## config.mk

```make
export PLATFORM = sky130hd
export DESIGN_NAME = pcg_top
export DESIGN_NICKNAME = d
export VERILOG_FILES = /design/src/pcg_pkg.sv /design/src/pcg_axil_slave.sv /design/src/pcg_top.sv
export SDC_FILE = /design/constraint.sdc
export NUM_CORES = 1
export LEC_CHECK = 0
export BUFFER_PORTS_ARGS = -buffer_cell sky130_fd_sc_hd__buf_2
export CAP_MARGIN = 20
export CELL_PAD_IN_SITES_DETAIL_PLACEMENT = 1
export CELL_PAD_IN_SITES_GLOBAL_PLACEMENT = 1
export CORE_UTILIZATION = 39
export CTS_BUF_LIST = sky130_fd_sc_hd__clkbuf_16
export CTS_CLUSTER_SIZE = 28
export DETAILED_ROUTE_END_ITERATION = 16
export PLACE_DENSITY_LB_ADDON = 0.1
export RECOVER_POWER = 50
export SETUP_SLACK_MARGIN = 0.1
export SYNTH_ARGS = -nofsm -noshare
export SYNTH_HDL_FRONTEND = slang
export SYNTH_SLANG_ARGS = --single-unit
export TNS_END_PERCENT = 100
```

## constraint.sdc

```tcl
create_clock -name aclk -period 2.9 [get_ports aclk]
set_input_delay 0.87 -clock aclk [delete_from_list [all_inputs] [get_ports aclk]]
set_output_delay 0.87 -clock aclk [all_outputs]
set_load 0.1 [all_outputs]
```

## src/pcg_pkg.sv

```systemverilog
/*
  Shared constants for the peripheral clock gating block: register map,
  field positions, writable masks, reset values, unit indices and modes.
  Assumes a 32-bit AXI4-Lite register bus with byte addresses.
*/
package pcg_pkg;

  // Bus widths
  localparam int ADDR_W = 12;
  localparam int DATA_W = 32;

  // Register byte offsets
  localparam logic [11:0] OFS_RUN_CLOCK_CONFIG = 12'h060;
  localparam logic [11:0] OFS_GATE_FIRST       = 12'h100;
  localparam logic [11:0] OFS_RUN_GATE_SECOND  = 12'h108;
  localparam logic [11:0] OFS_SLEEP_GATE_SEC   = 12'h118;
  localparam logic [11:0] OFS_DEEP_GATE_SEC    = 12'h128;
  localparam logic [11:0] OFS_IRQ_STATUS       = 12'h140;
  localparam logic [11:0] OFS_IRQ_ENABLE       = 12'h144;
  localparam logic [11:0] OFS_IRQ_CLEAR        = 12'h148;
  localparam logic [11:0] OFS_GATE_STATE       = 12'h14c;

  // First gating register fields
  localparam int BIT_TIMER_ZERO_GATE      = 16;
  localparam int BIT_I2C_MODULE_ONE_GATE  = 14;
  localparam int BIT_I2C_MODULE_ZERO_GATE = 12;
  localparam int BIT_SYNC_SERIAL_ZERO     = 4;
  localparam int BIT_UART_ZERO_GATE       = 0;

  // Second gating register fields
  localparam int BIT_MICRO_DMA_GATE = 13;
  localparam int BIT_PORT_E_GATE    = 4;
  localparam int BIT_PORT_A_GATE    = 0;

  // Clock configuration field
  localparam int BIT_AUTO_GATING_SELECT = 0;

  // Writable bits; everything else is reserved, reads zero
  localparam logic [31:0] MASK_GATE_FIRST  = 32'h0001_5011;
  localparam logic [31:0] MASK_GATE_SECOND = 32'h0000_201f;
  localparam logic [31:0] MASK_CLOCK_CFG   = 32'h0000_0001;
  localparam logic [31:0] MASK_IRQ         = 32'h0000_0003;

  // Reset values
  localparam logic [31:0] RESET_GATE = 32'h0000_0000;
  localparam logic [31:0] RESET_CFG  = 32'h0000_0000;

  // Gated units: index into the clock enable vector
  localparam int NUM_UNITS        = 11;
  localparam int UNIT_TIMER_ZERO  = 0;
  localparam int UNIT_I2C_ONE     = 1;
  localparam int UNIT_I2C_ZERO    = 2;
  localparam int UNIT_SYNC_SERIAL = 3;
  localparam int UNIT_UART_ZERO   = 4;
  localparam int UNIT_MICRO_DMA   = 5;
  localparam int UNIT_PORT_A      = 6;  // ports A..E at 6..10

  // Interrupt status bits
  localparam int IRQ_ACCESS_FAULT = 0;
  localparam int IRQ_MODE_CHANGE  = 1;

  // AXI responses
  localparam logic [1:0] RESP_OKAY   = 2'h0;
  localparam logic [1:0] RESP_SLVERR = 2'h2;

  // Power modes
  typedef enum logic [1:0] {
    MODE_RUN   = 2'b00,
    MODE_SLEEP = 2'b01,
    MODE_DEEP  = 2'b10
  } pcg_mode_type;

endpackage

```

## src/pcg_axil_slave.sv

```systemverilog
/*
  AXI4-Lite slave front end: takes one write and one read at a time,
  hands a one-cycle access strobe to the register file and returns its
  answer. Assumes the register file answers combinationally.
*/
`timescale 1ns/1ps

module pcg_axil_slave
  import pcg_pkg::*;
(
  // Clock and reset
  input  wire logic              aclk,
  input  wire logic              aresetn,
  // Write address and data
  input  wire logic [ADDR_W-1:0] s_axi_awaddr,
  input  wire logic              s_axi_awvalid,
  output logic                   s_axi_awready,
  input  wire logic [DATA_W-1:0] s_axi_wdata,
  input  wire logic [3:0]        s_axi_wstrb,
  input  wire logic              s_axi_wvalid,
  output logic                   s_axi_wready,
  // Write response
  output logic [1:0]             s_axi_bresp,
  output logic                   s_axi_bvalid,
  input  wire logic              s_axi_bready,
  // Read address
  input  wire logic [ADDR_W-1:0] s_axi_araddr,
  input  wire logic              s_axi_arvalid,
  output logic                   s_axi_arready,
  // Read data
  output logic [DATA_W-1:0]      s_axi_rdata,
  output logic [1:0]             s_axi_rresp,
  output logic                   s_axi_rvalid,
  input  wire logic              s_axi_rready,
  // Register file side
  output logic                   wr_en,
  output logic [ADDR_W-1:0]      wr_addr,
  output logic [DATA_W-1:0]      wr_data,
  output logic [3:0]             wr_strb,
  input  wire logic              wr_err,
  output logic                   rd_en,
  output logic [ADDR_W-1:0]      rd_addr,
  input  wire logic [DATA_W-1:0] rd_data,
  input  wire logic              rd_err
);

  // Holding registers for each channel
  logic              aw_hold_reg, aw_hold_next;
  logic [ADDR_W-1:0] aw_addr_reg, aw_addr_next;
  logic              w_hold_reg,  w_hold_next;
  logic [DATA_W-1:0] w_data_reg,  w_data_next;
  logic [3:0]        w_strb_reg,  w_strb_next;
  logic              ar_hold_reg, ar_hold_next;
  logic [ADDR_W-1:0] ar_addr_reg, ar_addr_next;
  // Registered bus outputs
  logic              awready_reg, awready_next;
  logic              wready_reg,  wready_next;
  logic              arready_reg, arready_next;
  logic              bvalid_reg,  bvalid_next;
  logic [1:0]        bresp_reg,   bresp_next;
  logic              rvalid_reg,  rvalid_next;
  logic [1:0]        rresp_reg,   rresp_next;
  logic [DATA_W-1:0] rdata_reg,   rdata_next;

  // Write strobe fires once both halves are held, read strobe once the address is; neither while its answer pends
  assign wr_en   = aw_hold_reg && w_hold_reg && !bvalid_reg;
  assign wr_addr = aw_addr_reg;
  assign wr_data = w_data_reg;
  assign wr_strb = w_strb_reg;
  assign rd_en   = ar_hold_reg && !rvalid_reg;
  assign rd_addr = ar_addr_reg;

  // Next-state logic for all channels
  always_comb
  begin
    aw_hold_next = aw_hold_reg;
    aw_addr_next = aw_addr_reg;
    w_hold_next  = w_hold_reg;
    w_data_next  = w_data_reg;
    w_strb_next  = w_strb_reg;
    ar_hold_next = ar_hold_reg;
    ar_addr_next = ar_addr_reg;
    bvalid_next  = bvalid_reg;
    bresp_next   = bresp_reg;
    rvalid_next  = rvalid_reg;
    rresp_next   = rresp_reg;
    rdata_next   = rdata_reg;
    // Address and data taken in either order
    if (s_axi_awvalid && awready_reg)
    begin
      aw_hold_next = 1'b1;
      aw_addr_next = s_axi_awaddr;
    end
    if (s_axi_wvalid && wready_reg)
    begin
      w_hold_next = 1'b1;
      w_data_next = s_axi_wdata;
      w_strb_next = s_axi_wstrb;
    end
    // Write performed, response raised
    if (wr_en)
    begin
      aw_hold_next = 1'b0;
      w_hold_next  = 1'b0;
      bvalid_next  = 1'b1;
      bresp_next   = wr_err ? RESP_SLVERR : RESP_OKAY;
    end
    else if (bvalid_reg && s_axi_bready)
    begin
      bvalid_next = 1'b0;
    end
    // Read address
    if (s_axi_arvalid && arready_reg)
    begin
      ar_hold_next = 1'b1;
      ar_addr_next = s_axi_araddr;
    end
    // Read data captured while the address is held
    if (rd_en)
    begin
      ar_hold_next = 1'b0;
      rvalid_next  = 1'b1;
      rdata_next   = rd_data;
      rresp_next   = rd_err ? RESP_SLVERR : RESP_OKAY;
    end
    else if (rvalid_reg && s_axi_rready)
    begin
      rvalid_next = 1'b0;
    end
    // Ready only while the channel is empty and nothing pends
    awready_next = !aw_hold_next && !bvalid_next;
    wready_next  = !w_hold_next && !bvalid_next;
    arready_next = !ar_hold_next && !rvalid_next;
  end

  // Register stage
  always_ff @(posedge aclk)
  begin
    if (!aresetn)
    begin
      aw_hold_reg <= 1'b0;
      aw_addr_reg <= '0;
      w_hold_reg  <= 1'b0;
      w_data_reg  <= '0;
      w_strb_reg  <= 4'h0;
      ar_hold_reg <= 1'b0;
      ar_addr_reg <= '0;
      awready_reg <= 1'b0;
      wready_reg  <= 1'b0;
      arready_reg <= 1'b0;
      bvalid_reg  <= 1'b0;
      bresp_reg   <= RESP_OKAY;
      rvalid_reg  <= 1'b0;
      rresp_reg   <= RESP_OKAY;
      rdata_reg   <= '0;
    end
    else
    begin
      aw_hold_reg <= aw_hold_next;
      aw_addr_reg <= aw_addr_next;
      w_hold_reg  <= w_hold_next;
      w_data_reg  <= w_data_next;
      w_strb_reg  <= w_strb_next;
      ar_hold_reg <= ar_hold_next;
      ar_addr_reg <= ar_addr_next;
      awready_reg <= awready_next;
      wready_reg  <= wready_next;
      arready_reg <= arready_next;
      bvalid_reg  <= bvalid_next;
      bresp_reg   <= bresp_next;
      rvalid_reg  <= rvalid_next;
      rresp_reg   <= rresp_next;
      rdata_reg   <= rdata_next;
    end
  end

  assign s_axi_awready = awready_reg;
  assign s_axi_wready  = wready_reg;
  assign s_axi_arready = arready_reg;
  assign s_axi_bvalid  = bvalid_reg;
  assign s_axi_bresp   = bresp_reg;
  assign s_axi_rvalid  = rvalid_reg;
  assign s_axi_rresp   = rresp_reg;
  assign s_axi_rdata   = rdata_reg;

endmodule // pcg_axil_slave

```

## src/pcg_top.sv

```systemverilog
/*
  Peripheral clock gating controller: per-unit clock enables chosen from
  run, sleep or deep-sleep gating registers, bus fault on access to an
  unclocked unit, sticky event status with one interrupt line.
  Assumes an external glitch-free clock gate cell per unit driven by
  unit_clk_en, and a power manager giving sleep and deep-sleep levels.
*/
// Local design decision: the AXI4-Lite register port.
`timescale 1ns/1ps

// Summary of operation
// - Gate bit one clocks unit, zero disables
// - Access to unclocked unit answers bus fault
// - All gate bits reset to zero
// - Run, sleep, deep copies apply per mode
// - Sleep copies used only with auto gating
// - Reserved bits read zero, ignore writes
// - Second register: DMA bit 13, ports 4..0
// - First register: timer, I2C, serial, UART bits
// - Run second register at offset 0x108
// - Sleep copy at offset 0x118
// - Deep-sleep copy at offset 0x128
module pcg_top
  import pcg_pkg::*;
(
  // Clock and reset
  input  wire logic                 aclk,
  input  wire logic                 aresetn,
  // AXI4-Lite write address and data
  input  wire logic [ADDR_W-1:0]    s_axi_awaddr,
  input  wire logic                 s_axi_awvalid,
  output logic                      s_axi_awready,
  input  wire logic [DATA_W-1:0]    s_axi_wdata,
  input  wire logic [3:0]           s_axi_wstrb,
  input  wire logic                 s_axi_wvalid,
  output logic                      s_axi_wready,
  // AXI4-Lite write response
  output logic [1:0]                s_axi_bresp,
  output logic                      s_axi_bvalid,
  input  wire logic                 s_axi_bready,
  // AXI4-Lite read
  input  wire logic [ADDR_W-1:0]    s_axi_araddr,
  input  wire logic                 s_axi_arvalid,
  output logic                      s_axi_arready,
  output logic [DATA_W-1:0]         s_axi_rdata,
  output logic [1:0]                s_axi_rresp,
  output logic                      s_axi_rvalid,
  input  wire logic                 s_axi_rready,
  // Power mode requests, levels
  input  wire logic                 sleep_mode,
  input  wire logic                 deep_sleep_mode,
  // Peripheral access check
  input  wire logic                 unit_access,
  input  wire logic [3:0]           unit_select,
  output logic                      unit_access_ok,
  output logic                      unit_bus_fault,
  // Unit clock enables
  output logic [NUM_UNITS-1:0]      unit_clk_en,
  // Interrupt
  output logic                      irq
);

  // Register file strobes from the bus front end
  logic              wr_en;
  logic [ADDR_W-1:0] wr_addr;
  logic [DATA_W-1:0] wr_data;
  logic [3:0]        wr_strb;
  logic              wr_err;
  logic              rd_en;
  logic [ADDR_W-1:0] rd_addr;
  logic [DATA_W-1:0] rd_data;
  logic              rd_err;

  // Software-visible registers
  logic [31:0] clock_cfg_reg,  clock_cfg_next;   // Auto gating select
  logic [31:0] gate_first_reg, gate_first_next;  // First gating register
  logic [31:0] run_gate_second_reg,  run_gate_second_next;
  logic [31:0] sleep_gate_second_reg, sleep_gate_second_next;
  logic [31:0] deep_gate_second_reg, deep_gate_second_next;
  logic [31:0] status_reg, status_next;          // Sticky events
  logic [31:0] enable_reg, enable_next;          // Interrupt mask

  // Block state
  pcg_mode_type           mode_reg, mode_next;   // Current power mode
  logic [NUM_UNITS-1:0]   clk_en_reg, clk_en_next;
  logic                   ok_reg, ok_next;
  logic                   fault_reg, fault_next;
  logic                   irq_reg, irq_next;

  // Decoded events and selections
  pcg_mode_type           mode_now;
  logic [31:0]            second_sel;
  logic [NUM_UNITS-1:0]   unit_en_sel;
  logic                   access_fault;
  logic [31:0]            clear_bits;
  logic [31:0]            event_bits;

  // Byte-lane merge, masked to the writable bits
  function automatic logic [31:0] merge_write(
    input logic [31:0] old_val,
    input logic [31:0] new_val,
    input logic [3:0]  strb,
    input logic [31:0] mask
  );
    logic [31:0] lanes;
    lanes = {{8{strb[3]}}, {8{strb[2]}}, {8{strb[1]}}, {8{strb[0]}}};
    merge_write = ((old_val & ~lanes) | (new_val & lanes)) & mask;
  endfunction

  // Address hits the given register, for a write or a read
  function automatic logic hit(
    input logic [ADDR_W-1:0] addr,
    input logic [11:0]       ofs
  );
    hit = (addr == ofs);
  endfunction

  // Bus front end
  pcg_axil_slave pcg_axil_slave_inst (
    .aclk          (aclk),
    .aresetn       (aresetn),
    .s_axi_awaddr  (s_axi_awaddr),
    .s_axi_awvalid (s_axi_awvalid),
    .s_axi_awready (s_axi_awready),
    .s_axi_wdata   (s_axi_wdata),
    .s_axi_wstrb   (s_axi_wstrb),
    .s_axi_wvalid  (s_axi_wvalid),
    .s_axi_wready  (s_axi_wready),
    .s_axi_bresp   (s_axi_bresp),
    .s_axi_bvalid  (s_axi_bvalid),
    .s_axi_bready  (s_axi_bready),
    .s_axi_araddr  (s_axi_araddr),
    .s_axi_arvalid (s_axi_arvalid),
    .s_axi_arready (s_axi_arready),
    .s_axi_rdata   (s_axi_rdata),
    .s_axi_rresp   (s_axi_rresp),
    .s_axi_rvalid  (s_axi_rvalid),
    .s_axi_rready  (s_axi_rready),
    .wr_en         (wr_en),
    .wr_addr       (wr_addr),
    .wr_data       (wr_data),
    .wr_strb       (wr_strb),
    .wr_err        (wr_err),
    .rd_en         (rd_en),
    .rd_addr       (rd_addr),
    .rd_data       (rd_data),
    .rd_err        (rd_err)
  );

  // Power mode and gate selection; deep sleep outranks sleep
  always_comb
  begin
    if (deep_sleep_mode)
      mode_now = MODE_DEEP;
    else if (sleep_mode)
      mode_now = MODE_SLEEP;
    else
      mode_now = MODE_RUN;
    second_sel = run_gate_second_reg;
    if (clock_cfg_reg[BIT_AUTO_GATING_SELECT])
    begin
      unique case (mode_now)
        MODE_SLEEP: second_sel = sleep_gate_second_reg;
        MODE_DEEP:  second_sel = deep_gate_second_reg;
        MODE_RUN:   second_sel = run_gate_second_reg;
        default:    second_sel = run_gate_second_reg;
      endcase
    end
    // First register has no sleep copies; it holds in all modes
    unit_en_sel[UNIT_TIMER_ZERO]  = gate_first_reg[BIT_TIMER_ZERO_GATE];
    unit_en_sel[UNIT_I2C_ONE]     = gate_first_reg[BIT_I2C_MODULE_ONE_GATE];
    unit_en_sel[UNIT_I2C_ZERO]    = gate_first_reg[BIT_I2C_MODULE_ZERO_GATE];
    unit_en_sel[UNIT_SYNC_SERIAL] = gate_first_reg[BIT_SYNC_SERIAL_ZERO];
    unit_en_sel[UNIT_UART_ZERO]   = gate_first_reg[BIT_UART_ZERO_GATE];
    unit_en_sel[UNIT_MICRO_DMA]   = second_sel[BIT_MICRO_DMA_GATE];
    unit_en_sel[UNIT_PORT_A +: 5] =
      second_sel[BIT_PORT_E_GATE:BIT_PORT_A_GATE];
  end

  // Register write path and decode errors
  always_comb
  begin
    clock_cfg_next        = clock_cfg_reg;
    gate_first_next       = gate_first_reg;
    run_gate_second_next  = run_gate_second_reg;
    sleep_gate_second_next = sleep_gate_second_reg;
    deep_gate_second_next = deep_gate_second_reg;
    enable_next           = enable_reg;
    clear_bits            = 32'h0000_0000;
    wr_err                = 1'b0;
    if (wr_en)
    begin
      // Masks keep reserved bits at zero whatever software writes
      if (hit(wr_addr, OFS_RUN_CLOCK_CONFIG))
        clock_cfg_next = merge_write(clock_cfg_reg, wr_data, wr_strb,
                                     MASK_CLOCK_CFG);
      else if (hit(wr_addr, OFS_GATE_FIRST))
        gate_first_next = merge_write(gate_first_reg, wr_data, wr_strb,
                                      MASK_GATE_FIRST);
      else if (hit(wr_addr, OFS_RUN_GATE_SECOND))
        run_gate_second_next = merge_write(run_gate_second_reg, wr_data,
                                           wr_strb, MASK_GATE_SECOND);
      else if (hit(wr_addr, OFS_SLEEP_GATE_SEC))
        sleep_gate_second_next = merge_write(sleep_gate_second_reg,
                                             wr_data, wr_strb,
                                             MASK_GATE_SECOND);
      else if (hit(wr_addr, OFS_DEEP_GATE_SEC))
        deep_gate_second_next = merge_write(deep_gate_second_reg, wr_data,
                                            wr_strb, MASK_GATE_SECOND);
      else if (hit(wr_addr, OFS_IRQ_ENABLE))
        enable_next = merge_write(enable_reg, wr_data, wr_strb, MASK_IRQ);
      else if (hit(wr_addr, OFS_IRQ_CLEAR))
        clear_bits = merge_write(32'h0000_0000, wr_data, wr_strb, MASK_IRQ);
      else
        wr_err = 1'b1;  // Unmapped or read-only
    end
  end

  // Read mux; reserved bits come back zero
  always_comb
  begin
    rd_data = 32'h0000_0000;
    rd_err  = 1'b0;
    if (rd_en)
    begin
      if (hit(rd_addr, OFS_RUN_CLOCK_CONFIG))
        rd_data = clock_cfg_reg;
      else if (hit(rd_addr, OFS_GATE_FIRST))
        rd_data = gate_first_reg;
      else if (hit(rd_addr, OFS_RUN_GATE_SECOND))
        rd_data = run_gate_second_reg;
      else if (hit(rd_addr, OFS_SLEEP_GATE_SEC))
        rd_data = sleep_gate_second_reg;
      else if (hit(rd_addr, OFS_DEEP_GATE_SEC))
        rd_data = deep_gate_second_reg;
      else if (hit(rd_addr, OFS_IRQ_STATUS))
        rd_data = status_reg;
      else if (hit(rd_addr, OFS_IRQ_ENABLE))
        rd_data = enable_reg;
      else if (hit(rd_addr, OFS_GATE_STATE))
        rd_data = {14'h0000, mode_reg, 5'h00, clk_en_reg};
      else
        rd_err = 1'b1;  // Clear register is write-only
    end
  end

  // Access check, events, status and interrupt
  always_comb
  begin
    // Selector beyond the last unit is treated as unclocked
    access_fault = unit_access &&
                   ((unit_select >= 4'(NUM_UNITS)) ||
                    !clk_en_reg[unit_select]);
    ok_next      = unit_access && !access_fault;
    fault_next   = access_fault;
    mode_next    = mode_now;
    event_bits   = 32'h0000_0000;
    event_bits[IRQ_ACCESS_FAULT] = access_fault;
    event_bits[IRQ_MODE_CHANGE]  = (mode_now != mode_reg);
    // Set wins over a clear in the same cycle
    status_next  = ((status_reg & ~clear_bits) | event_bits) & MASK_IRQ;
    irq_next     = |(status_next & enable_next);
    // Enables change only at a clock edge, so the cell sees no glitch
    clk_en_next  = unit_en_sel;
  end

  // Register stage
  always_ff @(posedge aclk)
  begin
    if (!aresetn)
    begin
      clock_cfg_reg         <= RESET_CFG;
      gate_first_reg        <= RESET_GATE;
      run_gate_second_reg   <= RESET_GATE;
      sleep_gate_second_reg <= RESET_GATE;
      deep_gate_second_reg  <= RESET_GATE;
      status_reg            <= 32'h0000_0000;
      enable_reg            <= 32'h0000_0000;
      mode_reg              <= MODE_RUN;
      clk_en_reg            <= '0;
      ok_reg                <= 1'b0;
      fault_reg             <= 1'b0;
      irq_reg               <= 1'b0;
    end
    else
    begin
      clock_cfg_reg         <= clock_cfg_next;
      gate_first_reg        <= gate_first_next;
      run_gate_second_reg   <= run_gate_second_next;
      sleep_gate_second_reg <= sleep_gate_second_next;
      deep_gate_second_reg  <= deep_gate_second_next;
      status_reg            <= status_next;
      enable_reg            <= enable_next;
      mode_reg              <= mode_next;
      clk_en_reg            <= clk_en_next;
      ok_reg                <= ok_next;
      fault_reg             <= fault_next;
      irq_reg               <= irq_next;
    end
  end

  // Outputs straight from flip-flops
  assign unit_clk_en    = clk_en_reg;
  assign unit_access_ok = ok_reg;
  assign unit_bus_fault = fault_reg;
  assign irq            = irq_reg;

endmodule // pcg_top

```

==> results of run 1 <==
area by class of cell:
class	count	area, um2	share of cell area, %
inverters	5	18.8	0.344
well taps	143	179	3.28
flip-flops and latches	106	2120	38.9
clock inverters	7	45.0	0.825
clock buffers	9	225	4.13
multi-input cells	388	2420	44.4
repair buffers	91	448	8.21
metrics by stage:
stage	total power, mW	worst slack [ps]	util [%]	cells
2_1_floorplan	1.91	644	-	548
3_3_place_gp	1.98	675	44.7	733
3_5_place_dp	1.99	629	44.7	733
4_1_cts	3.12	596	47.0	749
5_1_grt	3.22	319	46.8	749
6_report	3.08	486	46.8	749
routing by layer:
layer / wire (um) / part of all wire (%)
met4: 180 / 1.5
met3: 438 / 3.6
met5: 0 / 0
met1: 5830 / 48
met2: 5720 / 47
placed cells by master (no fill, tap or decap), types with 9 or more instances in the layout:
master,instances
a21boi_0,41
a22o_1,11
buf_2,75
clkbuf_1,12
clkbuf_16,9
conb_1,18
dfxtp_1,106
mux2i_1,31
nand2_1,103
nand2b_1,13
nand3_1,11
nor2_1,16
nor2b_1,29
nor3_1,9
o21ai_0,15
power by group:
part	leakage (nW)	switching, mW	internal [mW]
clock	0.129	0.544	0.580
sequential	0.860	0.0459	1.50
combinational	1.28	0.306	0.104
path summary, 6_finish.rpt:
path / slack (ps) / depth (start not counted) / endpoint
max reg2reg: 610 / 5 / pcg_axil_slave_inst.s_axi_rdata[7]
max: 490 / 1 / s_axi_rdata[4]
min reg2reg: 450 / 2 / pcg_axil_slave_inst.s_axi_rresp[1]
min: 450 / 2 / pcg_axil_slave_inst.s_axi_rresp[1]
logic make-up after synthesis:
family          count (synthesis)
other cells                     1
simple gates                  230
xor+xnor                        1
compound gates                101
mux                            36
buf+inv                        54
flops                         106
fa+ha+maj                       2
==> flow_summary.json, run 1 <==
{
  "status": "complete, no violations",
  "cts_root_buf": "clkbuf_16",
  "ioPinCount": 129,
  "yosysTopAreaCellShare_pct": 44.7,
  "cts_htree_levels": 3,
  "die_width_um": 112,
  "fin_setup_tns_ps": 0,
  "ctsHoldBuffers": 0,
  "final_nets": 675,
  "synth-edff-count": 0,
  "busiest_layer": "met2",
  "syn_inst": 531,
  "cp_slowest_cell": "clkbuf_1",
  "gp_congestion": 0.866,
  "finalWirelength_um": 12200,
  "worstSkewPairLatency_ps": 350,
  "hold_ws_ps": 452,
  "final_hold_viol_count": 0,
  "antenna_cells": 0,
  "cap_violations": 0,
  "worst_pin_slew_ps": 1170,
  "critPathKind": "reg2out",
  "reg2reg_from": "pcg_axil_slave_inst.rd_addr[9]",
  "clk_pin_slew_ps": 70,
  "yosysTopAreaCell": "dfxtp_1",
  "async_flop_share_pct": 0,
  "ys_seq_elements": 106,
  "min_period_ps": 2410,
  "cts_resized": 0,
  "min_path_type": "reg2reg",
  "max_freq_mhz": 414,
  "grt_max_degree": 52,
  "grt_use_total_pct": 20.5,
  "synth_mux_area_share_pct": 7.95,
  "peakVddDrop_mv": 0.278,
  "antenna_found_initial": 0,
  "drc": 0,
  "vias_per_cell": 5.30,
  "path_buf_inv": 1,
  "synth_top_flop_cell": "dfxtp_1",
  "drt_first_pass_iters": 4,
  "layout-area-overhead-vs-synth_pct": 14.9,
  "first_global_vias": 3958,
  "fin_area_um2": 5460,
  "use_met3_pct": 3.29,
  "end_kind": "output pin",
  "yosysMostFrequentCell": "dfxtp_1",
  "drive_above_1_share_pct": 17.7,
  "met2_usage_pct": 34.0,
  "yosysWarnings": 0,
  "grt_pass1_wl_um": 20200,
  "power_leakage_nw": 2.26,
  "cts_buffers": 9,
  "synthAdderAreaFrac_pct": 0.421,
  "synth_top_family_by_area": "simple AND/OR/NAND/NOR gates",
  "yosys.area_share.xor_xnor_pct": 0.184,
  "antenna_left": 0,
  "slew_viol_final": 0,
  "grtUsageMet1_pct": 26.7,
  "rsz0062_at_grt": "false",
  "cts_setup_buffers": 0,
  "synthTopCellsByCount": "106 x dfxtp_1, 103 x nand2_1, 41 x a21boi_0",
  "holdCritStartpoint": "pcg_axil_slave_inst.s_axi_rresp[1]",
  "synthesis.area_um2": 4750,
  "cts_sinks": 106,
  "clockBufferDepth": 2,
  "synth_compound_area_share_pct": 15.5,
  "cts_tree": "built",
  "drtIter0Drc": 234,
  "cp.arrival_ps": 1540,
  "num_rows": 39,
  "nFillCells": 1416,
  "power.density_nw_per_um2": 563,
  "startpoint_type": "register",
  "die_h_um": 112,
  "synth.distinct_cells": 56,
  "routed-via-count": 3970,
  "grt.overflow.total": 0,
  "slowest_delay_ps": 870,
  "min_period_over_period_pct": 83.2,
  "maxSlewHeadroom_pct": 22.6,
  "synthTopCellsByArea": "dfxtp_1 45%, nand2_1 8.1%, mux2i_1 6.5%",
  "startpoint": "pcg_axil_slave_inst.s_axi_rdata[4]",
  "worstPathCellList": "clkbuf_1",
  "syn_area_per_cell_um2": 8.95,
  "io_buffers": 86,
  "yosys.area_share.simple_pct": 25.4,
  "dieArea_um2": 12600,
  "setup_viol": 0,
  "wl_per_cell_um": 16.2,
  "synth-seq-area-share_pct": 44.7,
  "required_ps": 2030,
  "start_util_pct": 40.7,
  "crit_family": "buffers and inverters",
  "core_um2": 11700,
  "dp_hpwl_um": 9270,
  "fin_skew_ps": 7.04,
  "postPlaceCellArea_um2": 5210,
  "cp_max_fo": 2
}
No activity file was read; power rests on OpenSTA's default activity.
==> run 2, diff against run 1 <==
- clock period: 2.9 -> 2.3 ns (I/O delays scaled with it)
==> flow_summary.json, run 2 (synthesis gave the netlist of run 1 again) <==
{
  "status": "complete, no violations",
  "ioPinCount": 129,
  "p_total_mw": 3.87,
  "antenna_cells": 0,
  "grt_use_total_pct": 20.7,
  "cts_buffers": 9,
  "setup_viol": 0,
  "dieArea_um2": 12600,
  "min_path_type": "reg2reg",
  "fin_setup_tns_ps": 0,
  "finalWirelength_um": 12300,
  "min_period_ps": 2060,
  "cap_violations": 0,
  "worstPathCellList": "or4_1, nor4_2, nor2_1, and2_1, a22o_1",
  "wl_per_cell_um": 16.1,
  "grt.overflow.total": 0,
  "die_width_um": 112,
  "final_hold_viol_count": 0,
  "final_nets": 692,
  "num_rows": 39,
  "peakVddDrop_mv": 0.313,
  "cts_htree_levels": 3,
  "cp_max_fo": 9,
  "gp_congestion": 0.853,
  "first_global_vias": 4005,
  "core_um2": 11700,
  "slew_viol_final": 0,
  "crit_family": "simple AND/OR/NAND/NOR gates",
  "io_buffers": 86,
  "worst_pin_slew_ps": 1040,
  "required_ps": 2540,
  "rsz0062_at_grt": "true",
  "antenna_left": 0,
  "die_h_um": 112,
  "antenna_found_initial": 0,
  "cts_setup_buffers": 0,
  "critPathKind": "reg2reg",
  "cp_slowest_cell": "or4_1",
  "post-route-util_pct": 48.1,
  "routed-via-count": 4019,
  "fin_skew_ps": 8.21,
  "nFillCells": 1409,
  "end_kind": "register",
  "power.density_nw_per_um2": 689,
  "final_common_cell": "dfxtp_1",
  "start_util_pct": 40.7,
  "ctsHoldBuffers": 0,
  "cts_root_buf": "clkbuf_16",
  "drt_first_pass_iters": 5,
  "layout-area-overhead-vs-synth_pct": 18.1,
  "hold_ws_ps": 444,
  "grt_max_degree": 64,
  "maxSlewHeadroom_pct": 30.6,
  "min_period_over_period_pct": 89.5,
  "path_buf_inv": 0,
  "clk_pin_slew_ps": 70,
  "startpoint_type": "register",
  "final_cell_mix": "105 x dfxtp_1, 103 x nand2_1, 75 x buf_2",
  "cp.arrival_ps": 2290,
  "cts_sinks": 106,
  "max_freq_mhz": 486,
  "grt_pass1_wl_um": 20400,
  "slowest_delay_ps": 610,
  "worstSkewPairLatency_ps": 350,
  "power_leakage_nw": 2.40,
  "cts_tree": "built",
  "dp_hpwl_um": 9530,
  "drive_above_1_share_pct": 22.2,
  "drc": 0,
  "drtIter0Drc": 216,
  "clockBufferDepth": 2,
  "vias_per_cell": 5.25
}
[run 2: cell types whose count changed in the layout (fill, tap and decap cells not counted), moves of 2 or more]
cell,change
clkbuf_2,+11
inv_1,+3
buf_4,+18
clkinv_1,-2
clkbuf_1,-12
[run 2: through the flow]
stage	worst slack, ps	std cells	instance area [um2]
5_1_grt	99.9	766	5610
3_3_place_gp	149	750	5350
2_1_floorplan	230	548	4820
6_report	243	766	5610
4_1_cts	157	766	5620
3_5_place_dp	84.6	750	5350
[run 2: area by class of cell]
cell class	instances	area [um2]	area share, %
timing repair buffer	108	593	10.6
multi-input combinational	388	2430	43.3
sequential	106	2120	37.8
clock buffer	9	225	4.01
tap	143	179	3.19
inverter	5	18.8	0.335
clock inverter	7	40.0	0.714
[run 2: worst paths after layout]
check	startpoint	to	slack (ps)	cells after the start
worst min register to register	pcg_axil_slave_inst.s_axi_rresp[1]	pcg_axil_slave_inst.s_axi_rresp[1]	440	2
worst max register to register	pcg_axil_slave_inst.rd_addr[2]	pcg_axil_slave_inst.s_axi_rdata[5]	240	5
worst min-delay path	pcg_axil_slave_inst.s_axi_rresp[1]	pcg_axil_slave_inst.s_axi_rresp[1]	440	2
worst max-delay path	pcg_axil_slave_inst.rd_addr[2]	pcg_axil_slave_inst.s_axi_rdata[5]	240	5
[run 2: layer usage]
metal / vias to the layer above / part of all wire (%) / global-route usage (%)
met5: - / 0 / 0
met4: 0 / 2.4 / 8.27
met3: 20 / 3.8 / 3.13
met2: 98 / 47 / 34.5
met1: 1913 / 47 / 27.0
li1: 1988 / - / -
[run 2: worst reg2reg max path, delay by kind of cell, from the launching register on]
kind | cells | cell delay, ps
flops | 1 | 420
compound gates | 1 | 210
simple gates | 4 | 1320
[run 2: what timing repair did]
action / 4_1_cts / 5_1_grt
pin swaps: 0 / 1
resized for setup: 1 / 1
setup endpoints to repair: 1 / 13
[run 2: where the power goes]
group / internal (mW) / leakage (nW) / total [mW] / switching [mW]
Clock: 0.722 / 0.137 / 1.39 / 0.666
Combinational: 0.145 / 1.40 / 0.540 / 0.395
Sequential: 1.89 / 0.861 / 1.94 / 0.0512
==> run 3, diff against run 2 <==
- CORE_UTILIZATION: 39 -> 28
- SYNTH_HIERARCHICAL: default -> 1
- TNS_END_PERCENT: 100 -> default
==> flow_summary.json, run 3 <==
{
  "antenna_cells": 0,
  "dieArea_um2": 20400,
  "grt_pass1_wl_um": 24600,
  "power_leakage_nw": 2.79,
  "min_path_type": "reg2reg",
  "required_ps": 2630,
  "syn_area_per_cell_um2": 8.69,
  "ioPinCount": 129,
  "min_period_over_period_pct": 90.3,
  "clk_pin_slew_ps": 50,
  "peakVddDrop_mv": 0.474,
  "cts_sinks": 122,
  "synthesis.area_um2": 5550,
  "seqCellArea_um2": 2440,
  "fin_setup_tns_ps": 0,
  "io_buffers": 102,
  "cp_max_fo": 34,
  "post-route-util_pct": 35.1,
  "yosysWarnings": 6,
  "layout-area-overhead-vs-synth_pct": 23.1,
  "grt.overflow.total": 0,
  "worstSkewPairLatency_ps": 410,
  "worstPathCellList": "buf_2, clkbuf_1, o21ai_0, a21oi_1",
  "reg2reg_depth": 7,
  "rsz0062_at_grt": "false",
  "fin_skew_ps": 6.89,
  "fin_area_um2": 6830,
  "antenna_found_initial": 0,
  "slew_viol_final": 0,
  "finalWirelength_um": 15200,
  "max_freq_mhz": 482,
  "cp.arrival_ps": 2400,
  "grt_max_degree": 42,
  "path_buf_inv": 2,
  "min_to": "pcg_axil_slave_inst/s_axi_rdata[7]",
  "setup_viol": 0,
  "drtIter0Drc": 118,
  "cap_violations": 0,
  "final_nets": 821,
  "dr_wl_met2_um": 7650,
  "status": "complete, no violations",
  "met1Wirelength_um": 6890,
  "cts_tree": "built",
  "antenna_left": 0,
  "cp_slowest_cell": "clkbuf_1",
  "reg2reg_slack_ps": 300,
  "wl_per_cell_um": 14.8,
  "hold_ws_ps": 453,
  "end_kind": "register",
  "min_period_ps": 2080,
  "multi_input_area_um2": 2870,
  "wl_met3_um": 460,
  "clockBufferDepth": 2,
  "startpoint_type": "input port",
  "nFillCells": 2326,
  "holdCritStartpoint": "pcg_axil_slave_inst/s_axi_rdata[7]",
  "num_rows": 51,
  "worst_pin_slew_ps": 1270,
  "postPlaceCellArea_um2": 6310,
  "timing.rr.end": "pcg_axil_slave_inst/s_axi_rdata[6]",
  "die_width_um": 143,
  "final_common_cell": "nand2_1",
  "grt_use_total_pct": 15.6,
  "highest_layer": "met4",
  "cts_buffers": 17,
  "core_um2": 19500,
  "cts_root_buf": "clkbuf_16",
  "dp_hpwl_um": 11700,
  "power.density_nw_per_um2": 761,
  "cts_htree_levels": 4,
  "final_hold_viol_count": 0,
  "start_util_pct": 28.5,
  "drc": 0,
  "slowest_delay_ps": 970,
  "drive_above_1_share_pct": 20.8,
  "final_cell_mix": "166 x nand2_1, 121 x dfxtp_1, 100 x buf_2",
  "gp_congestion": 0.783,
  "whs_path_depth": 2,
  "maxSlewHeadroom_pct": 15.5,
  "crit_family": "buffers and inverters",
  "routed-via-count": 4667,
  "drt_first_pass_iters": 4,
  "cp.depth": 4,
  "die_h_um": 143,
  "syn_inst": 638,
  "critPathKind": "in2reg",
  "first_global_vias": 4680,
  "vias_per_cell": 4.56,
  "reg2reg_from": "pcg_axil_slave_inst/rd_addr[4]"
}
run 3: changes by cell type in the layout (fill, tap and decap cells not counted), sizes merged, moves of 6 or more:
cell,previous run,this run
nor2b,29,19
nand2b,13,6
o21ai,15,24
and2,12,24
a22o,11,4
a21boi,41,72
nor2,16,9
nor3b,0,6
dfxtp,106,122
nand4,2,8
nand2,103,167
buf,96,110
run 3: what timing repair did:
item | in CTS | in global routing
setup buffers | 0 | 0
setup endpoints to repair | 0 | 1
hold buffers | 0 | 0
gates resized for setup | 0 | 1
run 3: report_power, final:
group / switching, mW / internal [mW] / leakage [nW] / total (mW)
combinational: 0.341 / 0.164 / 1.52 / 0.506
clock: 0.916 / 1.55 / 0.280 / 2.47
sequential: 0.0563 / 2.17 / 0.990 / 2.23
run 3: tightest hold or removal path: cells and delay by family (launching register included):
family / cells / cell delay [ps]
AO/OA/AOI/OAI: 1 / 50
AND/OR/NAND/NOR: 1 / 50
flip-flops: 1 / 300
run 3: final cells by class:
type                       instances  share of cell area, %
clock buffer                      17                   6.23
tap                              265                   4.85
inverter                          10                  0.623
clock inverter                    14                   1.70
sequential                       122                   35.8
multi-input combinational        479                   42.0
timing repair buffer             117                   8.85
run 3: per-stage QoR:
stage	power [mW]	cells	worst slack (ps)
2_1_floorplan	2.65	654	204
3_3_place_gp	2.78	993	144
3_5_place_dp	2.79	993	148
4_1_cts	5.29	1024	234
5_1_grt	5.43	1024	75.7
6_report	5.20	1024	224
run 3: layer usage:
metal  track usage, %  up-vias
met5                0        -
met4             5.72        0
met3             3.39       13
met2             27.0       74
met1             18.8     2200
li1                 -     2380
run 3: worst max-delay path by stage:
stage	from	to	slack, ps
finish	aresetn	unit_clk_en[7]	220
global route	aresetn	unit_clk_en[6]	80
CTS	pcg_axil_slave_inst/rd_addr[8]	pcg_axil_slave_inst/s_axi_rdata[13]	230
detailed placement	unit_select[0]	irq	150
global placement	unit_select[0]	irq	140
floorplan	unit_clk_en[5]	irq	200
